`config.mk`:
```
export PLATFORM = sky130hd
export DESIGN_NAME = ccd_top
export DESIGN_NICKNAME = d
export VERILOG_FILES = /design/src/hdl/ccd_pkg.sv /design/src/hdl/ccd_divider.sv /design/src/hdl/ccd_top.sv
export VERILOG_INCLUDE_DIRS = /design/src /design/src/hdl
export SDC_FILE = /design/constraint.sdc
export NUM_CORES = 1
export LEC_CHECK = 0
export ABC_AREA = 1
export BUFFER_PORTS_ARGS = -buffer_cell sky130_fd_sc_hd__buf_2
export CORE_MARGIN = 8
export CORE_UTILIZATION = 30
export DETAILED_ROUTE_END_ITERATION = 12
export MAX_ROUTING_LAYER = met4
export PLACE_DENSITY_LB_ADDON = 0.3
export REMOVE_ABC_BUFFERS = 1
export SYNTH_ARGS = -nofsm -noshare
export SYNTH_HDL_FRONTEND = slang
export SYNTH_HIERARCHICAL = 1
export SYNTH_SLANG_ARGS = --single-unit
```
`constraint.sdc`:
```
create_clock -name i_clk_sys -period 1.35 [get_ports i_clk_sys]
set_input_delay 0.2025 -clock i_clk_sys [delete_from_list [all_inputs] [get_ports i_clk_sys]]
set_output_delay 0.2025 -clock i_clk_sys [all_outputs]
set_load 0.005 [all_outputs]
```
`src/hdl/ccd_consts.svh`:
```
// Purpose: Offsets, field positions and reset values of the channel clock divider.
// Assumes: Eight-bit registers reached through a plain strobe register port.
// Notes: Definitions only; included by bare name.
`ifndef CCD_CONSTS_SVH
`define CCD_CONSTS_SVH

`define CCD_ADDR_W 10
`define CCD_DATA_W 8
`define CCD_CNT_W 4

`define CCD_OFS_CH1_COUNTS 10'h193
`define CCD_OFS_CH1_DIVCTL 10'h194
`define CCD_OFS_CH1_CHNCTL 10'h195
`define CCD_OFS_CH2_COUNTS 10'h196
`define CCD_OFS_CH2_DIVCTL 10'h197

`define CCD_RST_CH1_COUNTS 8'h33
`define CCD_RST_CH2_COUNTS 8'h11
`define CCD_RST_DIVCTL 8'h00
`define CCD_RST_CHNCTL 8'h00

`define CCD_F_LOW_HI 7
`define CCD_F_LOW_LO 4
`define CCD_F_HIGH_HI 3
`define CCD_F_HIGH_LO 0
`define CCD_B_BYPASS 7
`define CCD_B_IGN_SYNC 6
`define CCD_B_FORCE 5
`define CCD_B_START 4
`define CCD_F_PHASE_HI 3
`define CCD_F_PHASE_LO 0
`define CCD_B_PWRDN 2
`define CCD_B_DIRECT 1
`define CCD_B_DCC_DIS 0

`endif

```
`src/hdl/ccd_pkg.sv`:
```
// Purpose: Types shared by the channel clock divider modules.
// Assumes: Nothing beyond SystemVerilog.
// Notes: Constants live in ccd_consts.svh.
package ccd_pkg;
    // Gray codes along off, hold, delay, run.
    typedef enum logic [1:0] {
        CCD_ST_OFF = 2'b00,
        CCD_ST_HOLD = 2'b01,
        CCD_ST_DELAY = 2'b11,
        CCD_ST_RUN = 2'b10
    } ccd_state_t;
endpackage

```
`src/hdl/ccd_divider.sv`:
```
// Purpose: One programmable divider with separate low and high phase lengths.
// Assumes: The divider input clock is i_clk_sys; sync arrives already synchronised.
// Notes: Count changes take effect at the next phase reload.
`timescale 1ns/100ps
module ccd_divider import ccd_pkg::*; #(
    parameter int CNT_W = 4,
    parameter logic [CNT_W-1:0] RST_LOW = '0
) (
    input wire logic i_clk_sys,
    input wire logic i_rst_n,
    input wire logic [CNT_W-1:0] i_low_cnt,
    input wire logic [CNT_W-1:0] i_high_cnt,
    input wire logic i_bypass,
    input wire logic i_ignore_sync,
    input wire logic i_force_high,
    input wire logic i_start_high,
    input wire logic [CNT_W-1:0] i_phase,
    input wire logic i_sync_active,
    output logic o_div_out,
    output logic o_bypassed
);
    ccd_state_t state_reg, state_next;
    logic [CNT_W-1:0] cnt_reg, cnt_next;
    logic level_reg, level_next;

    // Refuse a counter width the logic cannot serve, at elaboration.
    if (CNT_W < 1) begin : g_bad_cnt_w
        $error("ccd_divider: CNT_W must be at least 1");
    end

    // Next state; the count register holds cycles remaining minus one.
    always_comb begin
        state_next = state_reg;
        cnt_next = cnt_reg;
        level_next = level_reg;
        if (i_bypass) begin
            state_next = CCD_ST_OFF;
            level_next = 1'b0;
        end else if (i_ignore_sync && i_force_high) begin
            // Forcing only counts with sync ignored, so a sync cannot fight it.
            state_next = CCD_ST_HOLD;
            level_next = 1'b1;
        end else if (!i_ignore_sync && i_sync_active) begin
            state_next = CCD_ST_HOLD;
            level_next = 1'b0;
        end else begin
            unique case (state_reg)
                CCD_ST_OFF, CCD_ST_HOLD: begin
                    level_next = i_start_high;
                    if (i_phase != '0) begin
                        state_next = CCD_ST_DELAY;
                        cnt_next = i_phase - 1'b1;
                    end else begin
                        state_next = CCD_ST_RUN;
                        cnt_next = i_start_high ? i_high_cnt : i_low_cnt;
                    end
                end
                CCD_ST_DELAY: begin
                    if (cnt_reg == '0) begin
                        state_next = CCD_ST_RUN;
                        cnt_next = level_reg ? i_high_cnt : i_low_cnt;
                    end else begin
                        cnt_next = cnt_reg - 1'b1;
                    end
                end
                CCD_ST_RUN: begin
                    if (cnt_reg == '0) begin
                        level_next = !level_reg;
                        cnt_next = level_reg ? i_low_cnt : i_high_cnt;
                    end else begin
                        cnt_next = cnt_reg - 1'b1;
                    end
                end
            endcase
        end
    end

    // Out of reset the divider runs low first with the reset low count.
    always_ff @(posedge i_clk_sys or negedge i_rst_n) begin
        if (!i_rst_n) begin
            state_reg <= CCD_ST_RUN;
            cnt_reg <= RST_LOW;
            level_reg <= 1'b0;
        end else begin
            state_reg <= state_next;
            cnt_reg <= cnt_next;
            level_reg <= level_next;
        end
    end

    assign o_div_out = level_reg;
    assign o_bypassed = (state_reg == CCD_ST_OFF);
endmodule

```
`src/hdl/ccd_top.sv`:
```
// Purpose: Two-channel output clock divider with its configuration registers.
// Assumes: i_clk_sys is the distribution input clock; i_sync_n is an asynchronous pin.
// Notes: Clock routing outputs are select flags for the output muxes outside.
`timescale 1ns/100ps
`include "ccd_consts.svh"

module ccd_top import ccd_pkg::*; #(
    parameter int ADDR_W = `CCD_ADDR_W,
    parameter int DATA_W = `CCD_DATA_W,
    parameter int CNT_W = `CCD_CNT_W
) (
    input wire logic i_clk_sys,
    input wire logic i_rst_n,
    input wire logic [ADDR_W-1:0] i_reg_addr,
    input wire logic [DATA_W-1:0] i_reg_wdata,
    input wire logic i_reg_wr,
    input wire logic i_reg_rd,
    output logic [DATA_W-1:0] o_reg_rdata,
    output logic o_reg_rvalid,
    input wire logic i_sync_n,
    input wire logic i_global_route_sel,
    output logic o_ch1_output_a,
    output logic o_ch1_output_b,
    output logic o_ch1_output_c,
    output logic o_ch1_route_clk,
    output logic o_ch1_powered_down,
    output logic o_ch1_duty_cycle_fix_en,
    output logic o_ch2_output_a,
    output logic o_ch2_output_b,
    output logic o_ch2_output_c,
    output logic o_ch2_route_clk
);
    localparam int NREG = 5;

    logic [DATA_W-1:0] regs_reg [NREG];
    logic [DATA_W-1:0] regs_next [NREG];
    logic [DATA_W-1:0] rdata_reg, rdata_next;
    logic rvalid_reg, rvalid_next;
    logic sync1_reg, sync2_reg, sync3_reg, sync_lvl_reg, sync_lvl_next;
    logic ch1_div, ch1_byp, ch2_div, ch2_byp;
    logic [2:0] ch1_out_reg, ch1_out_next, ch2_out_reg, ch2_out_next;
    logic ch1_route_reg, ch1_route_next, ch2_route_reg, ch2_route_next;
    logic ch1_pd_reg, ch1_pd_next, ch1_dcc_reg, ch1_dcc_next;
    logic ch1_direct;

    // The field layout is fixed, so other widths are refused at elaboration.
    if (ADDR_W < 9 || DATA_W != 8 || CNT_W != 4) begin : g_bad_widths
        $error("ccd_top: register layout needs ADDR_W>=9, DATA_W=8, CNT_W=4");
    end

    // Register offsets in table order; index i sits at reg_ofs(i).
    function automatic logic [ADDR_W-1:0] reg_ofs(input int idx);
        logic [ADDR_W-1:0] ofs;
        ofs = '0;
        case (idx)
            0: ofs = ADDR_W'(`CCD_OFS_CH1_COUNTS);
            1: ofs = ADDR_W'(`CCD_OFS_CH1_DIVCTL);
            2: ofs = ADDR_W'(`CCD_OFS_CH1_CHNCTL);
            3: ofs = ADDR_W'(`CCD_OFS_CH2_COUNTS);
            default: ofs = ADDR_W'(`CCD_OFS_CH2_DIVCTL);
        endcase
        return ofs;
    endfunction

    function automatic logic [DATA_W-1:0] reg_rst(input int idx);
        logic [DATA_W-1:0] v;
        v = '0;
        case (idx)
            0: v = DATA_W'(`CCD_RST_CH1_COUNTS);
            2: v = DATA_W'(`CCD_RST_CHNCTL);
            3: v = DATA_W'(`CCD_RST_CH2_COUNTS);
            default: v = DATA_W'(`CCD_RST_DIVCTL);
        endcase
        return v;
    endfunction

    // Writes store the whole byte; a read answers one cycle later, zero when unmapped.
    always_comb begin
        rdata_next = '0;
        rvalid_next = i_reg_rd;
        for (int i = 0; i < NREG; i++) begin
            regs_next[i] = regs_reg[i];
            if (i_reg_wr && i_reg_addr == reg_ofs(i)) begin
                regs_next[i] = i_reg_wdata;
            end
            if (i_reg_rd && i_reg_addr == reg_ofs(i)) begin
                rdata_next = regs_reg[i];
            end
        end
    end

    // Register file storage with per-register reset constants.
    generate
        for (genvar g = 0; g < NREG; g++) begin : g_regs
            always_ff @(posedge i_clk_sys or negedge i_rst_n) begin
                if (!i_rst_n) begin
                    regs_reg[g] <= reg_rst(g);
                end else begin
                    regs_reg[g] <= regs_next[g];
                end
            end
        end
    endgenerate

    // Sync pin: a change counts once the second and third stages agree.
    always_comb begin
        sync_lvl_next = (sync2_reg == sync3_reg) ? !sync3_reg : sync_lvl_reg;
    end

    always_ff @(posedge i_clk_sys or negedge i_rst_n) begin
        if (!i_rst_n) begin
            sync1_reg <= 1'b1;
            sync2_reg <= 1'b1;
            sync3_reg <= 1'b1;
            sync_lvl_reg <= 1'b0;
            rdata_reg <= '0;
            rvalid_reg <= 1'b0;
        end else begin
            sync1_reg <= i_sync_n;
            sync2_reg <= sync1_reg;
            sync3_reg <= sync2_reg;
            sync_lvl_reg <= sync_lvl_next;
            rdata_reg <= rdata_next;
            rvalid_reg <= rvalid_next;
        end
    end

    // Channel one divider.
    ccd_divider #(
        .CNT_W(CNT_W),
        .RST_LOW(CNT_W'(`CCD_RST_CH1_COUNTS >> `CCD_F_LOW_LO))
    ) u_div1 (
        .i_clk_sys(i_clk_sys),
        .i_rst_n(i_rst_n),
        .i_low_cnt(regs_reg[0][`CCD_F_LOW_HI:`CCD_F_LOW_LO]),
        .i_high_cnt(regs_reg[0][`CCD_F_HIGH_HI:`CCD_F_HIGH_LO]),
        .i_bypass(regs_reg[1][`CCD_B_BYPASS]),
        .i_ignore_sync(regs_reg[1][`CCD_B_IGN_SYNC]),
        .i_force_high(regs_reg[1][`CCD_B_FORCE]),
        .i_start_high(regs_reg[1][`CCD_B_START]),
        .i_phase(regs_reg[1][`CCD_F_PHASE_HI:`CCD_F_PHASE_LO]),
        .i_sync_active(sync_lvl_reg),
        .o_div_out(ch1_div),
        .o_bypassed(ch1_byp)
    );

    // Channel two divider, same layout at its own registers.
    ccd_divider #(
        .CNT_W(CNT_W),
        .RST_LOW(CNT_W'(`CCD_RST_CH2_COUNTS >> `CCD_F_LOW_LO))
    ) u_div2 (
        .i_clk_sys(i_clk_sys),
        .i_rst_n(i_rst_n),
        .i_low_cnt(regs_reg[3][`CCD_F_LOW_HI:`CCD_F_LOW_LO]),
        .i_high_cnt(regs_reg[3][`CCD_F_HIGH_HI:`CCD_F_HIGH_LO]),
        .i_bypass(regs_reg[4][`CCD_B_BYPASS]),
        .i_ignore_sync(regs_reg[4][`CCD_B_IGN_SYNC]),
        .i_force_high(regs_reg[4][`CCD_B_FORCE]),
        .i_start_high(regs_reg[4][`CCD_B_START]),
        .i_phase(regs_reg[4][`CCD_F_PHASE_HI:`CCD_F_PHASE_LO]),
        .i_sync_active(sync_lvl_reg),
        .o_div_out(ch2_div),
        .o_bypassed(ch2_byp)
    );

    // The global routing bit wins over direct, so direct then has no effect.
    assign ch1_direct = regs_reg[2][`CCD_B_DIRECT] && !i_global_route_sel;

    // Output stage; power-down parks channel one's pins low and drops its clock routing.
    always_comb begin
        ch1_pd_next = regs_reg[2][`CCD_B_PWRDN];
        ch1_dcc_next = !regs_reg[2][`CCD_B_DCC_DIS];
        if (ch1_pd_next) begin
            ch1_out_next = 3'h0;
            ch1_route_next = 1'b0;
        end else begin
            ch1_out_next = {3{ch1_div && !ch1_direct}};
            ch1_route_next = ch1_direct || ch1_byp;
        end
        ch2_out_next = {3{ch2_div}};
        ch2_route_next = ch2_byp;
    end

    always_ff @(posedge i_clk_sys or negedge i_rst_n) begin
        if (!i_rst_n) begin
            ch1_out_reg <= 3'h0;
            ch2_out_reg <= 3'h0;
            ch1_route_reg <= 1'b0;
            ch2_route_reg <= 1'b0;
            ch1_pd_reg <= 1'b0;
            ch1_dcc_reg <= 1'b1;
        end else begin
            ch1_out_reg <= ch1_out_next;
            ch2_out_reg <= ch2_out_next;
            ch1_route_reg <= ch1_route_next;
            ch2_route_reg <= ch2_route_next;
            ch1_pd_reg <= ch1_pd_next;
            ch1_dcc_reg <= ch1_dcc_next;
        end
    end

    assign o_reg_rdata = rdata_reg;
    assign o_reg_rvalid = rvalid_reg;
    assign o_ch1_output_a = ch1_out_reg[0];
    assign o_ch1_output_b = ch1_out_reg[1];
    assign o_ch1_output_c = ch1_out_reg[2];
    assign o_ch1_route_clk = ch1_route_reg;
    assign o_ch1_powered_down = ch1_pd_reg;
    assign o_ch1_duty_cycle_fix_en = ch1_dcc_reg;
    assign o_ch2_output_a = ch2_out_reg[0];
    assign o_ch2_output_b = ch2_out_reg[1];
    assign o_ch2_output_c = ch2_out_reg[2];
    assign o_ch2_route_clk = ch2_route_reg;
endmodule

```
==> results of run 1 <==
[kinds of logic after synthesis]
| family | count (synthesis) |
|---|---|
| AND/OR/NAND/NOR | 321 |
| buffers and inverters | 80 |
| adder cells (fa/ha/maj) | 6 |
| flip-flops | 73 |
| XOR/XNOR | 2 |
| AO/OA/AOI/OAI | 63 |
[layer usage]
metal	wire [microns]	track usage, %	up-vias
met5	0	-	-
met3	561	2.25	15
li1	-	-	1893
met1	5420	16.8	1708
met2	4670	17.8	110
met4	237	5.55	0
[what timing repair did]
action,in CTS,in global routing
endpoints found under the hold margin,42,0
gates resized for setup,17,23
endpoints found under the setup margin,10,11
hold buffers,2,0
setup buffers,4,2
pin swaps,9,13
[worst register-to-register path: stages (launching register included)]
cell	delay, ns
sky130_fd_sc_hd__dfstp_2	0.55
sky130_fd_sc_hd__inv_4	0.05
sky130_fd_sc_hd__ha_4	0.17
sky130_fd_sc_hd__nand3_4	0.07
sky130_fd_sc_hd__buf_4	0.12
sky130_fd_sc_hd__nor2_1	0.04
sky130_fd_sc_hd__nand3_1	0.08
sky130_fd_sc_hd__nand3b_1	0.08
sky130_fd_sc_hd__nand2_1	0.07
sky130_fd_sc_hd__inv_1	0.03
[path summary, 6_finish.rpt]
path | startpoint | to | cells after the start | slack, ns
max | u_div2/cnt_reg[0] | u_div2/cnt_reg[1] | 9 | -0.02
min | i_reg_rd | o_reg_rvalid | 1 | 0.11
max reg2reg | u_div2/cnt_reg[0] | u_div2/cnt_reg[1] | 9 | -0.02
min reg2reg | sync1_reg | sync2_reg | 0 | 0.36
max in group asynchronous | i_rst_n | o_ch1_duty_cycle_fix_en | 3 | 0.53
min in group asynchronous | i_rst_n | u_div1/cnt_reg[3] | 2 | 0.25
[layout make-up]
type                       instances  share of cell area [%]
sequential                        73                    34.2
inverter                          66                    4.68
clock inverter                     7                    1.88
timing repair buffer              76                    9.59
clock buffer                       9                    4.17
tap                              184                    4.26
multi-input combinational        392                    41.2
[cells in the final DEF (no fill, tap or decap), types with 6 or more instances in the layout]
cell                        Yosys  final
sky130_fd_sc_hd__nand4_1       16     16
sky130_fd_sc_hd__nand2_1      181    173
sky130_fd_sc_hd__nand2_2       11     18
sky130_fd_sc_hd__dfrtp_1       58     58
sky130_fd_sc_hd__a21oi_1        8      6
sky130_fd_sc_hd__clkbuf_16      0      9
sky130_fd_sc_hd__dfstp_2       15     15
sky130_fd_sc_hd__o21ai_0       13     13
sky130_fd_sc_hd__buf_2          0     41
sky130_fd_sc_hd__o21ai_1       13     12
sky130_fd_sc_hd__inv_2         10     14
sky130_fd_sc_hd__nand3_1       36     36
sky130_fd_sc_hd__buf_4          4     28
sky130_fd_sc_hd__inv_1         56     50
sky130_fd_sc_hd__nor2_1        38     36
sky130_fd_sc_hd__nor2_4         6      9
sky130_fd_sc_hd__o21ai_2       23     24
sky130_fd_sc_hd__nand3_4        5      7
sky130_fd_sc_hd__nand3b_1      10     10
[report_power, final]
part / switching, mW / internal (mW)
clock: 0.978 / 1.63
sequential: 0.173 / 2.36
combinational: 0.857 / 0.668
total: 2.01 / 4.67
==> impl.org, run 1 <==
** Run status
- Outcome :: finished with violations
- Failing checks :: setup timing

** Yosys
- Yosys top cell area share :: 33.6%
- Post-synthesis average cell area :: 7.93 sq um
- In the post-synthesis netlist, the cell with the most instances is sky130_fd_sc_hd__nand2_1.
- Counting flops with a built-in enable in the synthesized netlist gives 0.
- Share of the yosys chip area belonging to registers :: 42.7%
- Of the total synthesized cell area, the portion taken by full adders, half adders and majority gates is 1.74%.
- Share of flip-flops with an asynchronous set or reset after synthesis :: 100%
- Yosys mapped the design onto 29 distinct sky130hd cell types.
- By area the synthesized netlist is led by sky130_fd_sc_hd__dfrtp_1 34%, sky130_fd_sc_hd__nand2_1 16%, sky130_fd_sc_hd__dfstp_2 9.1%, sky130_fd_sc_hd__inv_1 4.9%, sky130_fd_sc_hd__o21ai_2 4.7%.
- In the synthesized netlist the dominant register cell turns out to be sky130_fd_sc_hd__dfrtp_1.
- The cell count after synthesis came out at 545.
- Summing the areas of all and, or, nand and nor instances in the mapped netlist gives 36.5% of the synthesized area.
- Dominant combinational cell family by area after synthesis :: simple AND/OR/NAND/NOR gates
- Most frequent cells after synthesis :: 181 x sky130_fd_sc_hd__nand2_1, 58 x sky130_fd_sc_hd__dfrtp_1, 56 x sky130_fd_sc_hd__inv_1
- Synthesized-area fraction occupied by xor and xnor cells :: 0.405%
- Share of cell area taken by muxes after synthesis :: 0%
- Synthesized cell area :: 4320 sq um
- After synthesis the netlist holds a flip-flop and latch count of 73.
- Compound-cell area share of the yosys netlist :: 9.70%
- Post-synthesis cell type with the largest combined area :: sky130_fd_sc_hd__dfrtp_1
- Yosys printed 6 warnings.

** CTS
- CTS saw 73 sinks.
- Clock transition time at the flip-flop clock pins of the worst setup and hold paths :: 0.06 ns
- Maximum level of the CTS H-tree :: 3
- At the later pin of the worst-skew pair, clock insertion delay measures 0.34 ns.
- No sink is reached through more buffers than the 2 on the longest clock path.
- Clock Root Buffer :: sky130_fd_sc_hd__clkbuf_16
- Clock tree from TritonCTS :: done
- The number of clock buffers added by TritonCTS is 9.

** Routing
- DRC errors left :: 0
- After the first detailed-routing iteration, the DRC count stood at 260.
- After detailed routing, the number of vias per cell comes to 4.62.
- Final Routed Wirelength :: 10900 microns
- Remaining antenna violation count after routing :: 0
- Wirelength per Cell :: 13.5 microns
- First drt pass iteration count :: 5
- Summing over every cut layer, the via total after detailed routing is 3726.

** STA
- Headroom to the max-slew limit came out at 78.2%.
- Ratio of final minimum period to clock period :: 101%
- Unrepaired setup endpoints after global routing :: true
- The max-slew violation count was 0.
- The smallest clock period supported by the final layout is computed as 1.37 ns.
- Setup skew after layout :: 0.00531 ns
- Fmax achieved :: 730 MHz
- The final-report hold violation count came to 0.
- Setup violations remaining at the end of the flow were counted as 1.
- At the pin with the least slew margin, the transition time is 0.326 ns.
- Across all setup checks in the final design, the least slack found is -0.0194 ns.
- On the final layout, the worst hold slack is 0.113 ns.
- In the final timing run, aggregate negative setup slack is -0.0194 ns.

** Power and ir drop
- The completed layout was analyzed and its total power is 6.67 mW.
- VDD sags by at most 0.597 mV.
- Cell area power density :: 1240 nW/um^2
- Leakage Power :: 2.65 nW

** Critical path
- The worst setup path is captured at a flop.
- The worst setup path is launched from a flop.
- The critical path in this run is classified as flop to flop.
- The largest single stage delay on the critical path is 0.55 ns.
- Traced cell by cell, the critical path runs through inv_4 -> ha_4 -> nand3_4 -> buf_4 -> nor2_1 -> nand3_1 -> nand3b_1 -> nand2_1 -> inv_1.
- STA puts the critical path data required time at 1.58 ns.
- Among all stages on the critical path, the largest delay is contributed by sky130_fd_sc_hd__dfstp_2.
- STA puts the critical path data arrival time at 1.60 ns.
- The cell family contributing the most delay on the critical path is flip-flops.
- CP Max Fanout :: 3
- Total buffers and inverters traversed by the critical path :: 3

** Placed design
- Including well taps, the total number of placed cells is 783.
- Final weighted congestion in routability-driven placement :: 0.841
- Prior to clock tree synthesis, the placed netlist has a worst setup slack of -0.151 ns.
- Area post-placement :: 4860 sq um
- Detailed placement finished with a half-perimeter wire length of 8200 microns.
- Buffers added on ports :: 42

** Global route
- Gr usage total :: 12.4%
- The via count of the first global-routing pass was 3650.
- Wire length of the first global-routing pass :: 17800 microns
- Congestion Overflow GR :: 0
- Entering global routing, the biggest net connects 44 pins.
- The number of antenna violations at the first check in global routing is 0.

** Floorplan
- Floorplan core area :: 14300 sq um
- Total number of placement rows :: 44
- Die extent in x :: 136 microns
- The die covers 18500 sq um.
- I/O Pins :: 43
- Effective utilization at floorplan :: 30.2%
- Die boundary height :: 136 microns

** Final layout
- Count of inserted antenna diode cells :: 0
- From synthesis to final layout, the design area changed by 25.0%.
- Max reg flops :: 39
- Fraction of layout cells with a size suffix above 1 :: 32.4%
- Multi-input gate area in the final layout :: 2230 sq um
- FF+latch area :: 1850 sq um
- Final core utilization :: 37.7%
- Final Non-Filler Cells :: 807
- Final design area excluding fillers :: 5400 sq um
- Number of nets in the layout :: 648
- After filler insertion, the fill cell instance count of the layout stands at 1487.

** Flow run
- Number of max-cap violations :: 0

** Min path
- Hold crit path type :: primary input to flop
Power figures use the tool's default switching activity.
==> run 2: changes to the inputs <==
--- a/config.mk
+++ b/config.mk
@@ -9,8 +9,9 @@
 export ABC_AREA = 1
 export BUFFER_PORTS_ARGS = -buffer_cell sky130_fd_sc_hd__buf_2
 export CORE_MARGIN = 8
-export CORE_UTILIZATION = 30
+export CORE_UTILIZATION = 54
 export DETAILED_ROUTE_END_ITERATION = 12
+export HOLD_SLACK_MARGIN = 0.12
 export MAX_ROUTING_LAYER = met4
 export PLACE_DENSITY_LB_ADDON = 0.3
 export REMOVE_ABC_BUFFERS = 1
==> run 2 against run 1 <==
  * Largest power group is now sequential cells
  * Cell count is 11% lower
  * The run still ends with setup timing left
  * Sequential share of layout area rose by 1.4 points
  * Critical endpoint is now u_div1/cnt_reg[1]
  * Sequential power is essentially flat
==> impl.org, run 2 (synthesis gave the netlist of run 1 again) <==
** Floorplan
- The floorplan step set the die width to 105 microns.
- Die area :: 11100 sq um
- Effective utilization at floorplan :: 55.9%
- 43 I/O pins were placed.
- The region available for standard cell placement spans 7730 sq um.
- Row generation in the floorplan step produced 32 rows.
- Die boundary height :: 105 microns

** Power and ir drop
- Power spread over the standard cell area amounts to 1140 nW/um^2.
- The clock network burns 29.4% of the power.
- For this design the total switching power over the nets is 2.03 mW.
- In this run switching power makes up 34.3% of total power.
- Summed over all cells, the static leakage comes to 2.58 nW.
- The share of total power dissipated in sequential elements is 43.0%.
- Overall power consumption after layout is estimated at 5.93 mW.
- IR analysis of the VDD net gives a maximum drop of 0.620 mV.
- Design internal power :: 3.90 mW
- Per report_power, the combinational group accounts for 27.6% of the total.

** STA
- The worst path uses 105% of the clock period.
- The max-slew violation count came to 0.
- Final-report hold violation count :: 0
- Max-slew headroom :: 76.2%
- Setup repair after global routing could not meet its margin everywhere.
- In the post-route analysis, the smallest setup slack over all paths is -0.0697 ns.
- Fmax achieved :: 704 MHz
- For the finished layout, the period the worst path requires is 1.42 ns.
- For the pin with the worst max-slew slack, the measured transition is 0.356 ns.
- Setup violations remaining at the end of the flow were counted as 4.
- On the final layout, the worst clock skew is 0.0118 ns.

** Placed design
- DP Cell Count :: 699
- Final weighted congestion in routability-driven placement :: 0.901
- Post-detail-place hpwl :: 7450 microns
- Worst-case setup slack after placement :: -0.104 ns
- Buffers placed on the I/O ports in this run total 42.

** Critical path
- Internal reg-to-reg setup slack :: -0.07 ns
- CP endpoint kind :: flop
- Required time of the worst setup path :: 1.64 ns
- Of all nets on the critical path, the largest fanout is 4.
- Crit path DAT :: 1.71 ns
- By startpoint and endpoint, the worst setup path is classified as flop to flop.
- The worst setup path is launched from a flop.

** Final layout
- FILL cells :: 611
- Count of inserted antenna diode cells :: 0
- Of the cells placed in the final design, the portion with a size suffix greater than 1 is 33.7%.
- Number of nets in the layout :: 645
- Summing all multi-input logic gate instances after layout gives 2280 sq um.
- FF+latch area :: 1850 sq um
- The top cell types in the final layout, fill and taps aside, are 170 x sky130_fd_sc_hd__nand2_1, 58 x sky130_fd_sc_hd__dfrtp_1, 48 x sky130_fd_sc_hd__inv_1.
- Cells fill 67.2% of the core in the end.
- Most common cell after layout, fill and taps aside :: sky130_fd_sc_hd__nand2_1
- From synthesis to final layout, the design area changed by 20.2%.
- Final Non-Filler Cells :: 722
- The register with the most flip-flops in the layout has 39 of them.

** Run status
- Outcome :: finished with violations
- Failing checks :: setup timing

** CTS
- CTS built an H-tree with a depth of 3.
- The tree is rooted in a sky130_fd_sc_hd__clkbuf_8.
- Total clock sinks :: 73
- Maximum buffer depth of the clock tree :: 2
- Number of buffers created by CTS :: 9
- After clock tree synthesis, the clock-pin slew on the worst setup and hold paths is 0.08 ns.
- TritonCTS built the clock tree.
- Worst skew pair latency :: 0.35 ns

** Routing
- Wirelength per Cell :: 14.7 microns
- Number of vias in the routed layout :: 3932
- In the routed design, unresolved DRC markers number 0.
- Final Routed Wirelength :: 10600 microns
- Number of vias per cell :: 5.45
- Remaining antenna violation count after routing :: 0
- In this run, the number of DRC markers left after iteration 0 of detailed routing was 354.
- The first detailed-routing pass took 5 iterations.

** Min path
- The tightest min-delay check is of the primary input to flop type.

** Global route
- Gr usage total :: 19.8%
- Largest net degree at the start of global routing :: 67
- The via count of the first global-routing pass was 3734.
- The first global-routing pass estimated 17500 microns of wire.
- After global routing the overflow that remains totals 0.
- The number of antenna violations at the first check in global routing came to 0.

** Flow run
- Number of max-cap violations :: 0
-- run 2: cell count changes in the layout (fill, tap and decap cells not counted), sizes merged --
cell      delta
bufinv       -1
buf          -3
clkinv       -1
clkinvlp     +2
-- run 2: worst max-delay path: stages, from the launching register on --
cell and delay (ns):
sky130_fd_sc_hd__dfstp_2 0.56, sky130_fd_sc_hd__inv_4 0.05, sky130_fd_sc_hd__ha_4 0.17, sky130_fd_sc_hd__nand3_4 0.09, sky130_fd_sc_hd__buf_6 0.10, sky130_fd_sc_hd__nand3b_1 0.07
sky130_fd_sc_hd__nand2_1 0.06, sky130_fd_sc_hd__nand3b_1 0.11, sky130_fd_sc_hd__nand2_1 0.08, sky130_fd_sc_hd__inv_1 0.06
-- run 2: per-stage QoR --
stage | instance area (sq um) | setup TNS [ns] | hold WS (ns)
final | 5190 | -0.190 | 0.140
after floorplan | 4180 | -0.0338 | -0.0931
after global placement | 4730 | -0.524 | 0.0661
after detailed placement | 4730 | -1.50 | 0.0729
after CTS | 5060 | -0.0207 | 0.133
after global routing | 5190 | -0.894 | 0.181
-- run 2: path summary, 6_finish.rpt --
check	startpoint	end	cells past startpoint
setup / recovery	u_div1/cnt_reg[0]	u_div1/cnt_reg[1]	9
hold / removal	i_global_route_sel	o_ch1_route_clk	4
setup reg to reg	u_div1/cnt_reg[0]	u_div1/cnt_reg[1]	9
hold reg to reg	sync1_reg	sync2_reg	0
max in group asynchronous	i_rst_n	regs_reg[36]	3
min in group asynchronous	i_rst_n	u_div1/o_div_out	2
-- run 2: metal layers --
layer  wire length, microns  global-route usage [%]  vias up
met5                      0                       -        -
met1                   4570                    25.0     1818
met2                   4880                    29.9      192
met3                    915                    4.69       28
met4                    263                    7.75        0
li1                       -                       -     1894
-- run 2: power by group through the flow --
| stage | registers [mW] | clock network, mW | logic, mW |
|---|---|---|---|
| 2_1_floorplan | 2.52 | 0 | 0.775 |
| 3_3_place_gp | 2.54 | 0 | 1.14 |
| 3_5_place_dp | 2.55 | 0 | 1.20 |
| 4_1_cts | 2.53 | 1.78 | 1.38 |
| 5_1_grt | 2.57 | 1.89 | 1.80 |
| 6_report | 2.55 | 1.75 | 1.64 |
-- run 2: final cells by class --
| cell class | instances | share of cell area (%) |
|---|---|---|
| Multi-Input combinational cell | 392 | 44.0 |
| Sequential cell | 73 | 35.5 |
| Timing Repair Buffer | 73 | 9.25 |
| Inverter | 66 | 4.91 |
| Clock buffer | 9 | 2.38 |
| Tap cell | 102 | 2.46 |
| Clock inverter | 7 | 1.49 |
-- run 2: repair_timing --
action	CTS	global route
setup endpoints to repair	11	12
endpoints found under the hold margin	62	0
hold buffers	2	0
pin swaps	6	24
resized for setup	23	32
buffers inserted	2	3
==> run 3: changes to the inputs <==
--- a/config.mk
+++ b/config.mk
@@ -7,10 +7,10 @@
 export NUM_CORES = 1
 export LEC_CHECK = 0
 export ABC_AREA = 1
-export BUFFER_PORTS_ARGS = -buffer_cell sky130_fd_sc_hd__buf_2
 export CORE_MARGIN = 8
-export CORE_UTILIZATION = 54
+export CORE_UTILIZATION = 58
 export DETAILED_ROUTE_END_ITERATION = 12
+export DONT_BUFFER_PORTS = 1
 export HOLD_SLACK_MARGIN = 0.12
 export MAX_ROUTING_LAYER = met4
 export PLACE_DENSITY_LB_ADDON = 0.3
==> run 3 against run 2 <==
  * The run ends with hold timing, setup timing left
  * Largest power group unchanged
  * Critical endpoint unchanged
  * Sequential share of layout area rose by 1.9 points
  * Final area fell by 5.0%
  * Count of clock-buffer cells in the layout did not move
  * Setup slack improved by 0.035 ns
  * Critical path type unchanged
  * Routed wire length fell by 4.1%
  * Core utilization rose by 0.79 points
==> impl.org, run 3 (synthesis gave the netlist of run 1 again) <==
** Run status
- Outcome :: finished with violations
- Failing checks :: hold timing, setup timing

** Routing
- Once detail routing completed, the nets flagged for antenna violations numbered 0.
- In the final routed layout, each cell accounts on average for 15.1 microns.
- After the first detailed-routing iteration, the DRC count stood at 256.
- Number of vias in the routed layout :: 3727
- First drt pass iteration count :: 5
- Number of vias per cell :: 5.52
- DRC errors left :: 0
- The final layout contains routed wiring with a total length of 10200 microns.

** Critical path
- CP endpoint kind :: flop
- Category of the critical setup timing path :: flop to flop
- Crit path DAT :: 1.68 ns
- The slowest stage of the critical path belongs to the cell sky130_fd_sc_hd__dfstp_2.
- Critical Path Source Type :: flop
- Stage delay of the slowest cell on the critical path :: 0.57 ns
- Required time of the worst setup path :: 1.64 ns
- CP Max Fanout :: 3
- Total buffers and inverters traversed by the critical path :: 2
- Grouping stages by cell kind, the critical path spends the most delay in flip-flops.
- The signal on the critical path passes through inv_4 -> ha_4 -> nand3b_1 -> nand2_1 -> nand3b_1 -> nand2_1 -> inv_2.

** Floorplan
- The die covers 10500 sq um.
- Floorplan core area :: 7250 sq um
- From left edge to right edge, the die measures 102 microns.
- Once the floorplan was initialized, standard cells occupied 59.6% of the core.
- Die boundary height :: 102 microns
- I/O Pins :: 43
- Total number of placement rows :: 31

** Global route
- Gr usage total :: 21.9%
- The number of antenna violations at the first check in global routing was 0.
- The first global-routing pass estimated 17300 microns of wire.
- Entering global routing, the biggest net connects 74 pins.
- Via count of the first global-routing pass :: 3616
- Global routing finished with a remaining overflow of 0.

** CTS
- Maximum level of the CTS H-tree :: 3
- The clock passes through at most 2 buffers.
- Total clock sinks :: 73
- The number of hold buffers added after CTS was 4.
- Clock-pin slew was measured on the worst setup and hold paths at 0.08 ns.
- The tree is rooted in a sky130_fd_sc_hd__clkbuf_8.
- Number of buffers created by CTS :: 9
- TritonCTS built the clock tree.
- The clock reaches the later pin of the worst-skew pair after 0.36 ns.

** STA
- On the final layout, the worst clock skew is 0.00540 ns.
- At the pin with the least slew margin, the transition time is 0.327 ns.
- Final-report hold violation count :: 73
- Ratio of final minimum period to clock period :: 103%
- Setup violations remaining at the end of the flow were counted as 4.
- The worst pin sits at a relative slew slack of 78.2%.
- The max-slew violation count was 0.
- Post-route setup slack :: -0.0351 ns
- Final setup TNS :: -0.0819 ns
- Tmin final :: 1.39 ns
- Unrepaired setup endpoints after global routing :: true
- Hold slack final :: -0.468 ns
- Fmax achieved :: 722 MHz

** Final layout
- 0 antenna diodes ended up in the layout.
- The area growth from synthesis to layout is 14.1%.
- The net count of the finished layout is 601.
- Counting the fill cells in the layout gives 593.
- Once layout is complete, the utilization of the core stands at 68.0%.
- Max reg flops :: 39
- Fraction of layout cells with a size suffix above 1 :: 27.3%
- Most common cell after layout, fill and taps aside :: sky130_fd_sc_hd__nand2_1
- In the layout the commonest cells are 173 x sky130_fd_sc_hd__nand2_1, 58 x sky130_fd_sc_hd__dfrtp_1, 48 x sky130_fd_sc_hd__inv_1.

** Power and ir drop
- Leakage Power :: 2.36 nW
- Total Power Consumption :: 5.60 mW
- Worst VDD drop :: 0.458 mV
- In this run the power density over the cells is 1140 nW/um^2.

** Placed design
- Routability-driven placement finished with a final weighted congestion of 0.926.
- Worst-case setup slack after placement :: -0.157 ns
- Port buffering added 0 buffers.
- Post-detail-place hpwl :: 7370 microns

** Min path
- The worst hold path belongs to the class primary input to asynchronous set/reset pin.

** Flow run
- Across the run, the number of max-cap violations was 0.
[run 3: changes by cell type in the layout (fill, tap and decap cells not counted), sizes merged]
cell         previous run  this run
clkinv                  0         3
clkinvlp                4         3
inv                    68        67
buf                    71        25
bufinv                  1         0
dlygate4sd3             2         4
[run 3: worst reg2reg max path, delay by kind of cell (launching register included)]
family / cells / cell delay, ns
AND/OR/NAND/NOR: 4 / 0.40
adder cells (fa/ha/maj): 1 / 0.25
flip-flops: 1 / 0.57
buffers and inverters: 2 / 0.10
[run 3: stage by stage]
step           cell area [sq um]  std cells  hold WS [ns]
2_1_floorplan               4180        531       -0.0931
3_3_place_gp                4470        650       -0.0902
3_5_place_dp                4470        650       -0.0905
4_1_cts                     4810        672        -0.475
5_1_grt                     4930        675        -0.490
6_report                    4930        675        -0.468
[run 3: per-layer routing]
metal  vias to the layer above  wire length, microns  part of all wire (%)  track usage [%]
met4                         0                   140                   1.4             6.77
met5                         -                     0                     0                -
li1                       1803                     -                     -                -
met1                      1769                  4470                    44             28.2
met3                        13                   791                   7.8             4.84
met2                       142                  4790                    47             33.4
[run 3: timing repair]
item	CTS	global route
gates cloned	0	0
hold endpoints to repair	87	73
setup endpoints to repair	11	12
buffers inserted	2	3
gates resized for setup	27	22
pin swaps	10	14
[run 3: final cells by class]
type	count	area, sq um	area share (%)
inverter	66	255	5.18
timing repair buffer	29	264	5.35
clock buffer	9	124	2.51
multi-input combinational	392	2260	45.9
sequential	73	1850	37.4
tap	99	124	2.51
clock inverter	7	56.3	1.14
[run 3: path summary, 6_finish.rpt]
kind                                   start                end  slack [ns]  cells past startpoint
min reg2reg                        sync1_reg          sync2_reg        0.36                      0
max in group asynchronous            i_rst_n          sync3_reg        1.62                      0
min in group i_clk_sys        i_reg_wdata[5]       regs_reg[37]        0.12                      2
min                                  i_rst_n    o_ch2_route_clk       -0.47                      0
max reg2reg                u_div1/cnt_reg[1]  u_div1/cnt_reg[1]       -0.04                      7
max                        u_div1/cnt_reg[1]  u_div1/cnt_reg[1]       -0.04                      7
[run 3: where the power goes]
part | total, mW | switching [mW] | internal [mW] | leakage (nW)
registers | 2.56 | 0.199 | 2.36 | 0.945
logic | 1.47 | 0.823 | 0.649 | 1.33
clock network | 1.57 | 0.889 | 0.680 | 0.0833
total | 5.60 | 1.91 | 3.69 | 2.36
